<file path="src/verilog/cfg_regs_pkg.sv">
// Register map, field layout and decode constants for the drive configuration words
package cfg_regs_pkg;
  localparam logic [7:0] PROT_ADDR = 8'h94;
  localparam logic [7:0] DRIVE_ADDR = 8'h95;
  localparam logic [15:0] PROT_RESET = 16'h0000;
  localparam logic [15:0] DRIVE_RESET = 16'h0000;

  // Protection word field positions
  localparam int OT_CLAMP_LSB = 14;
  localparam int CL_STUCK_BIT = 13;
  localparam int OL_STUCK_BIT = 12;
  localparam int ABSENT_BIT = 11;
  localparam int TORQUE_BIT = 10;
  localparam int SPEED_BIT = 9;
  localparam int LOCKCUR_BIT = 8;
  localparam int SW_LIMIT_LSB = 4;
  localparam int LOCK_LIMIT_LSB = 1;
  localparam int LOCK_RANGE_BIT = 0;

  // Drive word field positions
  localparam int SPEED_TYPE_BIT = 15;
  localparam int PWM_RATE_BIT = 14;
  localparam int TQ_BOUNDS_LSB = 12;
  localparam int IND_SURGE_BIT = 11;
  localparam int MECH_SURGE_BIT = 10;
  localparam int MECH_REF_BIT = 9;
  localparam int RELEASE_BIT = 8;
  localparam int CL_INHIBIT_BIT = 7;
  localparam int RAMP_LSB = 4;
  localparam int DUTY_LSB = 2;
  localparam int EDGE_LSB = 0;

  // Currents in units of 0.1 A
  localparam logic [7:0] OT_CLAMP_1A = 8'h0a;
  localparam logic [7:0] OT_CLAMP_1A6 = 8'h10;
  localparam logic [7:0] OT_CLAMP_2A = 8'h14;
  localparam logic [7:0] LOCK_2A5 = 8'h19;
  localparam logic [7:0] LOCK_1A9 = 8'h13;
  localparam logic [7:0] LOCK_1A5 = 8'h0f;
  localparam logic [7:0] LOCK_0A9 = 8'h09;
  localparam logic [7:0] STEP_0A2 = 8'h02;
  localparam logic [7:0] STEP_0A4 = 8'h04;

  // Torque bounds in quarters of nominal
  localparam logic [3:0] TQ_HIGH_3_2 = 4'h6;
  localparam logic [3:0] TQ_HIGH_2 = 4'h8;
  localparam logic [3:0] TQ_LOW_3_4 = 4'h3;
  localparam logic [3:0] TQ_LOW_1_2 = 4'h2;

  // Duty floors and cutoff in tenths of a percent
  localparam logic [9:0] DUTY_FLOOR_5 = 10'h032;
  localparam logic [9:0] DUTY_FLOOR_10 = 10'h064;
  localparam logic [9:0] DUTY_CUTOFF = 10'h00f;
  localparam logic [9:0] DUTY_FULL = 10'h3e8;

  typedef struct packed {
    logic [7:0] addr;
    logic [15:0] wdata;
    logic wr;
    logic rd;
  } reg_req_t;

  typedef struct packed {
    logic ot_clamp_on;
    logic [7:0] ot_clamp_dA;
    logic closed_loop_stuck_arm;
    logic open_loop_stuck_arm;
    logic absent_motor_arm;
    logic torque_const_fault_arm;
    logic speed_fault_arm;
    logic lock_current_arm;
    logic sw_limit_on;
    logic [7:0] sw_limit_dA;
    logic [7:0] lock_limit_dA;
  } prot_cfg_t;

  typedef struct packed {
    logic speed_input_pwm;
    logic output_pwm_50k;
    logic [3:0] torque_high_q;
    logic [3:0] torque_low_q;
    logic inductive_surge_guard_on;
    logic mechanical_surge_guard_on;
    logic mechanical_surge_to_24v;
    logic release_hiz;
    logic closed_loop_inhibit;
    logic ramp_immediate;
    logic [2:0] closed_loop_ramp;
    logic [9:0] duty_floor;
    logic duty_low_full;
    logic [1:0] phase_edge_rate;
  } drive_cfg_t;
endpackage

</file>
<file path="src/verilog/cfg_word_reg.sv">
// One 16-bit read/write configuration word with address match
`timescale 1ns/1ps
module cfg_word_reg #(
  parameter logic [7:0] ADDR = 8'h00,
  parameter logic [15:0] RESET_VAL = 16'h0000
) (
  // Clock, reset and enable
  input wire logic clk_i,
  input wire logic nrst_i,
  input wire logic ce_i,
  // Write port
  input wire logic wr_i,
  input wire logic [7:0] addr_i,
  input wire logic [15:0] wdata_i,
  // Address match and stored word
  output logic hit_o,
  output logic [15:0] q_o
);
  logic [15:0] word_ff;
  logic [15:0] nxt_word;

  assign hit_o = (addr_i == ADDR);
  assign nxt_word = (wr_i && hit_o) ? wdata_i : word_ff;
  assign q_o = word_ff;

  always_ff @(posedge clk_i or negedge nrst_i) begin
    if (!nrst_i) begin
      word_ff <= RESET_VAL;
    end else if (ce_i) begin
      word_ff <= nxt_word;
    end
  end
endmodule

</file>
<file path="src/verilog/motor_protect_drive_config_regs.sv">
// Protection and drive configuration words with decoded settings
`timescale 1ns/1ps
module motor_protect_drive_config_regs (
  // Clock, reset, enable
  input wire logic clk_i,
  input wire logic nrst_i,
  input wire logic ce_i,
  // Register port from the serial interface
  input wire cfg_regs_pkg::reg_req_t req_i,
  output logic [15:0] rdata_o,
  output logic rvalid_o,
  output logic rerr_o,
  // Duty shaping path
  input wire logic [9:0] duty_cmd_i,
  output logic [9:0] duty_out_o,
  // Decoded settings
  output cfg_regs_pkg::prot_cfg_t prot_o,
  output cfg_regs_pkg::drive_cfg_t drive_o
);
  import cfg_regs_pkg::*;

  logic [15:0] prot_word;
  logic [15:0] drive_word;
  logic prot_hit;
  logic drive_hit;

  cfg_word_reg #(
    .ADDR(PROT_ADDR),
    .RESET_VAL(PROT_RESET)
  ) u_prot (
    .clk_i(clk_i),
    .nrst_i(nrst_i),
    .ce_i(ce_i),
    .wr_i(req_i.wr),
    .addr_i(req_i.addr),
    .wdata_i(req_i.wdata),
    .hit_o(prot_hit),
    .q_o(prot_word)
  );

  cfg_word_reg #(
    .ADDR(DRIVE_ADDR),
    .RESET_VAL(DRIVE_RESET)
  ) u_drive (
    .clk_i(clk_i),
    .nrst_i(nrst_i),
    .ce_i(ce_i),
    .wr_i(req_i.wr),
    .addr_i(req_i.addr),
    .wdata_i(req_i.wdata),
    .hit_o(drive_hit),
    .q_o(drive_word)
  );

  // Read mux; unmapped reads return zero with error flag
  wire [15:0] nxt_rdata = prot_hit ? prot_word : (drive_hit ? drive_word : 16'h0000);
  wire nxt_rerr = req_i.rd && !prot_hit && !drive_hit;

  // Protection field slices
  wire [1:0] ot_code = prot_word[OT_CLAMP_LSB +: 2];
  wire [3:0] sw_code = prot_word[SW_LIMIT_LSB +: 4];
  wire [2:0] lock_code = prot_word[LOCK_LIMIT_LSB +: 3];
  wire lock_range = prot_word[LOCK_RANGE_BIT];

  wire [7:0] ot_dA = (ot_code == 2'h1) ? OT_CLAMP_1A :
                     (ot_code == 2'h2) ? OT_CLAMP_1A6 :
                     (ot_code == 2'h3) ? OT_CLAMP_2A : 8'h00;
  wire [7:0] sw_dA = 8'({4'h0, sw_code} * STEP_0A2);
  wire [7:0] lock_low_dA = (lock_code[1:0] == 2'h0) ? LOCK_2A5 :
                           (lock_code[1:0] == 2'h1) ? LOCK_1A9 :
                           (lock_code[1:0] == 2'h2) ? LOCK_1A5 : LOCK_0A9;
  wire [7:0] lock_high_dA = 8'({5'h00, lock_code} * STEP_0A4 + STEP_0A4);
  wire [7:0] lock_dA = lock_range ? lock_high_dA : lock_low_dA;

  prot_cfg_t nxt_prot;
  assign nxt_prot.ot_clamp_on = (ot_code != 2'h0);
  assign nxt_prot.ot_clamp_dA = ot_dA;
  assign nxt_prot.closed_loop_stuck_arm = prot_word[CL_STUCK_BIT];
  assign nxt_prot.open_loop_stuck_arm = prot_word[OL_STUCK_BIT];
  assign nxt_prot.absent_motor_arm = prot_word[ABSENT_BIT];
  assign nxt_prot.torque_const_fault_arm = prot_word[TORQUE_BIT];
  assign nxt_prot.speed_fault_arm = prot_word[SPEED_BIT];
  assign nxt_prot.lock_current_arm = prot_word[LOCKCUR_BIT];
  assign nxt_prot.sw_limit_on = (sw_code != 4'h0);
  assign nxt_prot.sw_limit_dA = sw_dA;
  assign nxt_prot.lock_limit_dA = lock_dA;

  // Drive field slices
  wire [1:0] tq_code = drive_word[TQ_BOUNDS_LSB +: 2];
  wire [2:0] ramp_code = drive_word[RAMP_LSB +: 3];
  wire [1:0] duty_code = drive_word[DUTY_LSB +: 2];
  wire [9:0] floor_sel = duty_code[0] ? DUTY_FLOOR_10 : DUTY_FLOOR_5;

  drive_cfg_t nxt_drive;
  assign nxt_drive.speed_input_pwm = drive_word[SPEED_TYPE_BIT];
  assign nxt_drive.output_pwm_50k = drive_word[PWM_RATE_BIT];
  assign nxt_drive.torque_high_q = tq_code[0] ? TQ_HIGH_2 : TQ_HIGH_3_2;
  assign nxt_drive.torque_low_q = tq_code[1] ? TQ_LOW_1_2 : TQ_LOW_3_4;
  assign nxt_drive.inductive_surge_guard_on = drive_word[IND_SURGE_BIT];
  assign nxt_drive.mechanical_surge_guard_on = drive_word[MECH_SURGE_BIT];
  assign nxt_drive.mechanical_surge_to_24v = drive_word[MECH_REF_BIT];
  assign nxt_drive.release_hiz = drive_word[RELEASE_BIT];
  assign nxt_drive.closed_loop_inhibit = drive_word[CL_INHIBIT_BIT];
  assign nxt_drive.ramp_immediate = (ramp_code == 3'h0);
  assign nxt_drive.closed_loop_ramp = ramp_code;
  assign nxt_drive.duty_floor = floor_sel;
  assign nxt_drive.duty_low_full = duty_code[1];
  assign nxt_drive.phase_edge_rate = drive_word[EDGE_LSB +: 2];

  // Duty shaping: linear above floor, floor down to cutoff, then 0 or full
  wire duty_below_cut = (duty_cmd_i < DUTY_CUTOFF);
  wire duty_below_floor = (duty_cmd_i < floor_sel);
  wire [9:0] duty_low_val = duty_code[1] ? DUTY_FULL : 10'h000;
  wire [9:0] nxt_duty = duty_below_cut ? duty_low_val :
                        (duty_below_floor ? floor_sel : duty_cmd_i);

  always_ff @(posedge clk_i or negedge nrst_i) begin
    if (!nrst_i) begin
      rdata_o <= 16'h0000;
      rvalid_o <= 1'b0;
      rerr_o <= 1'b0;
    end else if (ce_i) begin
      rvalid_o <= req_i.rd;
      rerr_o <= nxt_rerr;
      if (req_i.rd) begin
        rdata_o <= nxt_rdata;
      end
    end
  end

  always_ff @(posedge clk_i or negedge nrst_i) begin
    if (!nrst_i) begin
      prot_o <= '0;
      drive_o <= '0;
      duty_out_o <= 10'h000;
    end else if (ce_i) begin
      prot_o <= nxt_prot;
      drive_o <= nxt_drive;
      duty_out_o <= nxt_duty;
    end
  end
endmodule

</file>
<file path="config.mk">
export PLATFORM = sky130hd
export DESIGN_NAME = motor_protect_drive_config_regs
export DESIGN_NICKNAME = d
export VERILOG_FILES = /design/src/verilog/cfg_regs_pkg.sv /design/src/verilog/cfg_word_reg.sv /design/src/verilog/motor_protect_drive_config_regs.sv
export SDC_FILE = /design/constraint.sdc
export NUM_CORES = 1
export LEC_CHECK = 0
export BUFFER_PORTS_ARGS = -buffer_cell sky130_fd_sc_hd__buf_4
export CAP_MARGIN = 10
export CORE_MARGIN = 2
export CORE_UTILIZATION = 35
export CTS_CLUSTER_DIAMETER = 50
export DETAILED_ROUTE_END_ITERATION = 10
export PLACE_DENSITY_LB_ADDON = 0.3
export SYNTH_ARGS = -nofsm -noshare
export SYNTH_HDL_FRONTEND = slang
export SYNTH_SLANG_ARGS = --single-unit
export TNS_END_PERCENT = 1
</file>
<file path="constraint.sdc">
create_clock -name clk_i -period 2.7 [get_ports clk_i]
set_clock_uncertainty 0.05 [all_clocks]
set_input_delay 0.54 -clock clk_i [delete_from_list [all_inputs] [get_ports clk_i]]
set_output_delay 0.54 -clock clk_i [all_outputs]
set_load 0.005 [all_outputs]
</file>
# Word level (Yosys, flattened, before mapping)
# Cells that the tools add are included.
# classes
mux	15
n_addsub	1
eq_ne	7
reduce_logical	13
order_cmp	2
# op_table
cell	count
$mux W16	2
$mux W10	3
$mux W5	5
$eq A8 B8 Y1 const B	2
$lt A10 B4 Y1 const B	1
$lt A10 B7 Y1	1
$mux W7	1
$add A5 B3 Y6 const B	1
$eq A2 B2 Y1 const B	3
$mux W6	1
$reduce_and A2 Y1	3
$eq A2 B1 Y1 const B	2
$logic_and A1 B1 Y1	4
$mux W4	1
$reduce_bool A4 Y1	1
$logic_not A3 Y1	1
$mux W3	1
$logic_not A1 Y1	2
$logic_not A2 Y1	1
$reduce_bool A2 Y1	1
$mux W1	1
# totals
elab_cells	69
out_inout_bits	92
register_bits	120
inputBits	39

# Longest topological paths before layout
# Gate-level depths: netlist of the first run.
# depth
word_depth	5
mapped_depth	6
depth_no_buf	6

# By module
# A second synthesis of the first run with hierarchy kept.
# hier_totals
hier_cells	362
area_unflattened_um2	4580.6
# by_module_without_submodules
module	cells_per_inst	area_per_inst_um2	instances
motor_protect_drive_config_regs	286	3174.3	1
cfg_word_reg at u_drive	38	716.9	1
cfg_word_reg at u_prot	38	689.4	1

# Worst setup path before layout of the first run
# No wires, ideal clock.
# synth_path
kind	input port to flip-flop
start	input req_i[23] in the netlist's numbering
end	register u_prot.word_ff[10], in the netlist u_prot.q_o[10]
t_arrival_ns	1.844
path_buffers	2
stages	6
setup_slack_ns	0.681
path_cell_list	or3b_4 -> nor2_4 -> and4_1 -> buf_6 -> buf_12 -> mux2_4
# synth_via
elab_chain_cells	3
# synth_lines
item	line_no	source
from (decl)	motor_protect_drive_config_regs.sv:9	input wire cfg_regs_pkg::reg_req_t req_i,
$eq A8 B8 Y1	cfg_word_reg.sv:22	assign hit_o = (addr_i == ADDR);
$logic_and A1 B1 Y1	cfg_word_reg.sv:23	assign nxt_word = (wr_i && hit_o) ? wdata_i : word_ff;
$reduce_and A2 Y1 (no source line)	-	
to (signal assigned)	cfg_word_reg.sv:30	word_ff <= nxt_word;
to (decl)	cfg_word_reg.sv:19	logic [15:0] word_ff;
# No other way between the ends.
# A chain may end at the register's enable or synchronous reset.

# Final worst setup path of the first run
# layout_path
start	register u_drive.word_ff[2], in the netlist u_drive.q_o[2]
end	register duty_out_o[2]
# layout_via
elab_chain_cells	4
# layout_lines
item	line_no	source
from (decl)	cfg_word_reg.sv:19	
from (signal assigned)	cfg_word_reg.sv:30	
$mux W7	motor_protect_drive_config_regs.sv:92	wire [9:0] floor_sel = duty_code[0] ? DUTY_FLOOR_10 : DUTY_FLOOR_5;
named net floor_sel[1]	motor_protect_drive_config_regs.sv:92	
$lt A10 B7 Y1	motor_protect_drive_config_regs.sv:112	wire duty_below_floor = (duty_cmd_i < floor_sel);
$mux W10	motor_protect_drive_config_regs.sv:115	(duty_below_floor ? floor_sel : duty_cmd_i);
$mux W10	motor_protect_drive_config_regs.sv:114	wire [9:0] nxt_duty = duty_below_cut ? duty_low_val :
to (signal assigned)	motor_protect_drive_config_regs.sv:139	duty_out_o <= nxt_duty;
to (decl)	motor_protect_drive_config_regs.sv:15	output logic [9:0] duty_out_o,
# The timed path passes the listed nets, and every way through them passes these cells.

==> results.py, run 1 <==
metrics = {
    "run_status": {
        "status": "finished clean",
    },
    "logic_synthesis": {
        "synth_top_area_share_pct": 55.8,
        "yosys.area.top_type": "dfrtp_1",
        "synth_warnings": 0,
        "netlist_top_cells_area": "dfrtp_1 56%, mux2_2 9.9%, mux2_4 6.6%",
        "synthFlopType": "dfrtp_1",
        "synth_most_common_cell": "dfrtp_1",
        "synth_xor_area_share_pct": 0.193,
        "netlist_top_cells_count": "101 x dfrtp_1, 40 x mux2_2, 24 x buf_4, 24 x o21ai_0, 23 x inv_1",
        "yosys.cell_types.count": 42,
        "ys_ff_latch": 101,
        "async_flop_share_pct": 100,
        "seq_area_frac_synth_pct": 55.8,
        "synth_area_per_cell_sq_um": 12.6,
        "synth_edf_count": 0,
        "mappedNetlistArea_sq_um": 4530,
        "synth_mux_area_share_pct": 17.7,
        "synthAdderAreaFrac_pct": 2.21,
        "syn_inst": 359,
        "synth-compound-area-share_pct": 8.54,
        "synth_top_family_by_area": "multiplexers",
        "synth-simple-area-share_pct": 7.51,
    },
    "timing": {
        "rsz0062_at_grt": "false",
        "finalHoldViolCount": 0,
        "period_share_pct": 83.3,
        "fin_tns_setup_ns": 0,
        "setup_viol": 0,
        "slew_headroom_pct": 51.6,
        "worst_slew_pin_slew_ns": 0.715,
        "drv_slew": 0,
        "fmax_ghz": 0.445,
        "hold_ws_ns": 0.133,
        "post-route-min-period_ns": 2.25,
    },
    "clock_tree": {
        "cts.path.max_buffers": 2,
        "path_clk_slew_ns": 0.07,
        "holdBufCountCts": 0,
        "htree_levels": 3,
        "root_buffer": "clkbuf_16",
        "cts_tree": "done",
        "cts-resized-gates": 0,
        "clk_latency_ns": 0.34,
        "cts_setup_buffers": 0,
        "numCtsBuffers": 9,
        "cts_sinks": 101,
    },
    "flow_run": {
        "drv_cap": 0,
    },
    "setup_path": {
        "r2r_start": "u_drive.q_o[2]",
        "r2r_end": "duty_out_o[2]",
        "worstSetupStartpointType": "register",
        "crit_type": "register to register",
        "cpMaxStageDelayCell": "o311ai_1",
        "worstPathCellList": "inv_1, ha_1, nand4_1, o311ai_1, nor2_1, o221ai_1",
        "reg2reg_slack_ns": 0.45,
        "cp.required_ns": 2.91,
        "slowest_delay_ns": 0.65,
        "r2r_cells": 6,
        "end_kind": "register",
        "cp.arrival_ns": 2.46,
        "crit_family": "compound AO/OA/AOI/OAI gates",
        "path_buf_inv": 1,
        "crit_fanout": 7,
    },
    "floorplan": {
        "initial_utilization_pct": 35.9,
        "ios": 131,
        "dieWidth_um": 118,
        "row_count": 41,
        "core-area_sq_um": 12600,
        "die_area_sq_um": 13900,
        "fp.dieH_um": 118,
    },
    "route": {
        "wl_per_cell_um": 16.0,
        "drc_errors": 0,
        "final_antenna_net_count": 0,
        "drt_iter0_drc": 130,
        "drt_pass1_iterations": 4,
        "avgViaCountPerCell": 4.75,
        "num_vias": 3052,
        "routed_wl_um": 10300,
    },
    "placed_design": {
        "place_area_sq_um": 5440,
        "port-buffer-count": 112,
        "routabilityCongestion": 0.818,
        "dpl.hpwl_um": 7310,
    },
    "finish": {
        "fin_area_sq_um": 5760,
        "syn2layout_area_growth_pct": 27.3,
        "finalCoreUtilization_pct": 45.7,
        "drive_gt1_share_pct": 42.7,
        "nets": 513,
        "num_antenna_cells": 0,
    },
    "grt": {
        "grt_start_max_net_pins": 59,
        "grt_use_met1_pct": 22.1,
        "top_usage_layer": "met2",
        "use_met3_pct": 3.59,
        "grt_pass1_wl_um": 17100,
        "grt_use_total_pct": 15.8,
        "antenna_found_initial": 0,
        "use_met2_pct": 24.2,
        "grt_pass1_vias": 3041,
        "grt_overflow": 0,
    },
    "power_and_ir_drop": {
        "ir_worst_vdd_mv": 0.349,
        "power.leakage_nw": 2.85,
        "p_per_area_nw_per_um2": 573,
    },
    "worst_hold_path": {
        "min_path_type": "primary input to async pin",
    },
}
==> state kept, by name, indices dropped and copies added (netlist names) <==
signal and cells:
prot_o 21, drive_o 20, rdata_o 16, u_drive.q_o 16
u_prot.q_o 16, duty_out_o 10, rerr_o 1, rvalid_o 1
==> area by class of cell <==
| class | count | area, sq um |
|---|---|---|
| Sequential cell | 101 | 2530 |
| Fill cell | 1176 | 6860 |
| Multi-Input combinational cell | 212 | 1700 |
| Timing Repair Buffer | 119 | 906 |
| Inverter | 23 | 86.3 |
| Clock inverter | 5 | 82.6 |
| Tap cell | 172 | 215 |
| Clock buffer | 11 | 243 |
==> through the flow <==
stage / setup slack [ns] / std cells / total power [mW]
3_5_place_dp: 0.428 / 627 / 1.93
5_1_grt: 0.235 / 643 / 3.45
6_report: 0.451 / 643 / 3.30
4_1_cts: 0.481 / 643 / 3.34
3_3_place_gp: 0.462 / 627 / 1.92
2_1_floorplan: 0.681 / 376 / 1.76
==> layout by cell type, fill, tap and decap left out, drive strengths merged, types with 2 or more instances in the layout <==
cell type  instances
conb              18
o22a               3
bufinv             2
nor3               6
a22oi             16
o21ai             27
or4                3
ha                 8
inv               24
mux2              60
clkinv             2
nand3b             2
a21oi              6
nand2             22
mux2i              5
o22ai              3
nand3              5
o221ai             3
dfrtp            101
nor2               9
clkbuf            11
nand4              4
buf              119
==> per-layer routing <==
layer / part of all wire, % / vias to the layer above
li1: - / 1433
met3: 3.8 / 11
met2: 49 / 79
met5: 0 / -
met4: 1.5 / 0
met1: 46 / 1529
==> worst max-delay path by stage <==
stage,slack (ns),endpoint,from,cells after the start
floorplan,0.68,u_prot.q_o[10],req_i[23],6
global placement,0.46,u_prot.q_o[4],req_i[23],6
detailed placement,0.43,u_prot.q_o[3],req_i[23],6
CTS,0.48,duty_out_o[2],u_drive.q_o[2],6
global route,0.23,duty_out_o[5],u_drive.q_o[2],6
finish,0.45,duty_out_o[2],u_drive.q_o[2],6
==> logic make-up (layout without fill, tap and decap cells) <==
group / count (synthesis) / in the layout
other cells: 1 / 18
compound gates: 62 / 62
simple gates: 58 / 58
fa+ha+maj: 8 / 8
mux: 65 / 65
xor+xnor: 1 / 1
buf+inv: 63 / 158
flops: 101 / 101
==> power by group <==
| part | leakage (nW) | internal [mW] | switching [mW] | total, mW |
|---|---|---|---|---|
| logic | 1.35 | 0.150 | 0.137 | 0.286 |
| registers | 1.34 | 1.56 | 0.0400 | 1.60 |
| clock network | 0.160 | 0.842 | 0.569 | 1.41 |
Note: power is estimated with default switching activity, not from simulation.
==> run 2, diff against run 1 <==
--- a/config.mk
+++ b/config.mk
@@ -5,6 +5,7 @@
 export SDC_FILE = /design/constraint.sdc
 export NUM_CORES = 1
 export LEC_CHECK = 0
+export ABC_AREA = 1
 export BUFFER_PORTS_ARGS = -buffer_cell sky130_fd_sc_hd__buf_4
 export CAP_MARGIN = 10
 export CORE_MARGIN = 2
==> constraint.sdc (replaced) <==
create_clock -name clk_i -period 1.9 [get_ports clk_i]
set_clock_uncertainty 0.05 [all_clocks]
set_input_delay 0.38 -clock clk_i [delete_from_list [all_inputs] [get_ports clk_i]]
set_output_delay 0.38 -clock clk_i [all_outputs]
set_load 0.005 [all_outputs]
==> run 2 against run 1 <==
  * Setup slack worse by 0.30 ns
  * Non-clock buffer count up 10
  * Sequential share of layout area down 1.1 points
  * Via count up 27%
  * Area after synthesis up 1.5%
  * Clock power up 33%
  * Synthesized cell count up 51%
  * Critical path type unchanged
  * Critical endpoint is now duty_out_o[6]
  * Largest power group unchanged
  * Highest routed layer unchanged
==> results.py, run 2 <==
metrics = {
    "timing": {
        "finalHoldViolCount": 0,
        "setup_viol": 0,
        "period_share_pct": 91.9,
        "setup_ws_ns": 0.154,
        "post-route-min-period_ns": 1.75,
        "fmax_ghz": 0.573,
        "drv_slew": 0,
    },
    "finish": {
        "nets": 701,
        "layout_commonest_cell": "nand2_1",
        "ff_latch_area_sq_um": 2530,
        "drive_gt1_share_pct": 22.8,
        "fillCellCount": 1302,
        "multi_input_area_sq_um": 1750,
        "mostFrequentLayoutCells": "212 x nand2_1, 125 x buf_4, 101 x dfrtp_1",
        "num_antenna_cells": 0,
        "largest_reg_flops": 21,
        "top_regs": "prot_o (21), drive_o (20)",
        "regMostFlops": "prot_o",
        "syn2layout_area_growth_pct": 28.6,
    },
    "placed_design": {
        "port-buffer-count": 112,
        "post-place-ws_ns": 0.0864,
        "dpl.hpwl_um": 9120,
        "routabilityCongestion": 0.876,
    },
    "clock_tree": {
        "numCtsBuffers": 9,
        "cts_sinks": 101,
        "path_clk_slew_ns": 0.07,
        "clk_latency_ns": 0.35,
        "root_buffer": "clkbuf_16",
        "cts.path.max_buffers": 2,
        "cts_tree": "done",
        "htree_levels": 3,
        "cts_setup_buffers": 0,
    },
    "logic_synthesis": {
        "synthAdderAreaFrac_pct": 2.18,
        "synth_top_family_by_area": "simple AND/OR/NAND/NOR gates",
        "syn_inst": 543,
        "netlist_top_cells_count": "212 x nand2_1, 101 x dfrtp_1, 43 x nand3_1, 43 x o21ai_0",
        "synth_top_area_share_pct": 55.0,
        "synth_edf_count": 0,
        "async_flop_share_pct": 100,
        "synth_most_common_cell": "nand2_1",
        "synth-simple-area-share_pct": 26.8,
        "synth_xor_area_share_pct": 0.190,
        "synth_mux_area_share_pct": 0,
        "synthFlopType": "dfrtp_1",
        "netlist_top_cells_area": "dfrtp_1 55%, nand2_1 17%, nand3_1 4.7%",
        "mappedNetlistArea_sq_um": 4600,
        "synth_warnings": 0,
        "synth-compound-area-share_pct": 7.18,
        "ys_ff_latch": 101,
        "yosys.area.top_type": "dfrtp_1",
        "yosys.cell_types.count": 32,
        "seq_area_frac_synth_pct": 55.0,
        "synth_area_per_cell_sq_um": 8.47,
    },
    "power_and_ir_drop": {
        "swShare_pct": 24.2,
        "netSwitchingPower_mw": 1.14,
        "total_power_mw": 4.70,
        "clkPwrFrac_pct": 40.1,
        "ir_worst_vdd_mv": 0.648,
        "combPwrFrac_pct": 10.6,
        "p_per_area_nw_per_um2": 794,
        "pwr-share-seq_pct": 49.3,
        "internal_power_mw": 3.56,
        "power.leakage_nw": 3.20,
    },
    "setup_path": {
        "cpMaxStageDelayCell": "dfrtp_1",
        "worstSetupStartpointType": "register",
        "cp.arrival_ns": 1.93,
        "end_kind": "register",
        "worst_path_most_repeated_cell": "nand2_1",
        "cp.required_ns": 2.09,
        "crit_fanout": 7,
        "worstPathCellList": "inv_1, ha_1, nand2_1, nor2_1, nand3_1, nand3_2, nand2_1, nand3_1, nand2_1",
        "crit_type": "register to register",
        "slowest_delay_ns": 0.45,
    },
    "route": {
        "drc_errors": 0,
        "num_vias": 3878,
        "avgViaCountPerCell": 4.67,
        "final_antenna_net_count": 0,
        "drt_iter0_drc": 219,
        "routed_wl_um": 12300,
        "drt_pass1_iterations": 4,
        "wl_per_cell_um": 14.8,
    },
    "floorplan": {
        "initial_utilization_pct": 36.2,
        "dieWidth_um": 119,
        "die_area_sq_um": 14100,
        "core-area_sq_um": 12700,
        "row_count": 41,
        "ios": 131,
        "fp.dieH_um": 119,
    },
    "grt": {
        "grt_overflow": 0,
        "grt_pass1_wl_um": 19600,
        "antenna_found_initial": 0,
        "grt_pass1_vias": 3739,
        "grt_use_total_pct": 17.9,
        "grt_start_max_net_pins": 34,
    },
    "flow_run": {
        "drv_cap": 0,
    },
    "run_status": {
        "status": "finished clean",
    },
    "worst_hold_path": {
        "min_path_type": "primary input to register",
    },
}
==> run 2: cell types whose count changed after synthesis, sizes merged, moves of 3 or more <==
cell and delta:
a22oi -16, clkbuf +8, inv +5, mux2 -60
mux2i -5, nand2 +191, nand3 +38, nor2 +21
o21ai +20, o22a -3, o22ai -3, or4 -3
==> run 2: power groups by stage <==
stage | clock (mW) | combinational [mW] | sequential [mW]
final | 1.88 | 0.499 | 2.31
after global routing | 2.04 | 0.559 | 2.32
after CTS | 1.95 | 0.508 | 2.31
after detailed placement | 0 | 0.505 | 2.35
after global placement | 0 | 0.503 | 2.35
after floorplan | 0 | 0.216 | 2.34
==> run 2: repair_timing <==
action | 4_1_cts | 5_1_grt
endpoints found under the setup margin | 0 | 7
hold endpoints to repair | 16 | 0
hold buffers | 1 | 0
gates resized for setup | 0 | 1
==> run 2: per-stage QoR <==
step	setup TNS (ns)	instance area [sq um]	hold WS [ns]	util, %	std cells
detailed placement	0	5600	0.246	44.0	814
finish	0	5910	0.196	46.5	830
global placement	0	5600	0.237	44.0	814
CTS	0	5910	0.181	46.4	830
floorplan	0	4660	0.0344	-	560
global route	-0.0161	5910	0.191	46.5	830
==> run 2: layout make-up <==
cell class	count	share of cell area (%)
clock buffers	12	4.34
inverters	30	1.90
multi-input cells	383	29.6
clock inverters	3	0.741
flip-flops and latches	101	42.7
repair buffers	129	17.1
well taps	172	3.64
==> run 2: worst max-delay path: cells and delay by family, from the launching register on <==
kind | cells | cell delay, ns
adders and majority gates | 1 | 0.29
and+or+nand+nor | 7 | 0.71
buffers and inverters | 1 | 0.13
DFF | 1 | 0.45
==> run 2: cells by family (layout without fill, tap and decap cells) <==
logic type | count (synthesis) | after routing
xor+xnor | 1 | 1
fa+ha+maj | 8 | 8
other cells | 1 | 18
flops | 101 | 101
compound gates | 61 | 61
buf+inv | 76 | 174
simple gates | 295 | 295
==> run 2: per-layer routing <==
layer,share of wire (%),vias up,global-route usage (%),routed length (um)
met2,50,111,30.3,6160
met5,0,-,0,0
met1,43,1857,22.8,5340
met3,5.2,9,4.49,644
met4,1.3,0,4.99,157
li1,-,1901,-,-
==> run 2: final timing paths <==
kind | startpoint | end | slack (ns) | cells after the start
max | u_drive.q_o[2] | duty_out_o[6] | 0.15 | 9
min | req_i[7] | u_drive.q_o[5] | 0.20 | 3
max reg2reg | u_drive.q_o[2] | duty_out_o[6] | 0.15 | 9
min reg2reg | prot_o[19] | prot_o[19] | 0.42 | 2
max in group asynchronous | nrst_i | rdata_o[3] | 0.84 | 3
min in group asynchronous | nrst_i | u_prot.q_o[14] | 0.41 | 2
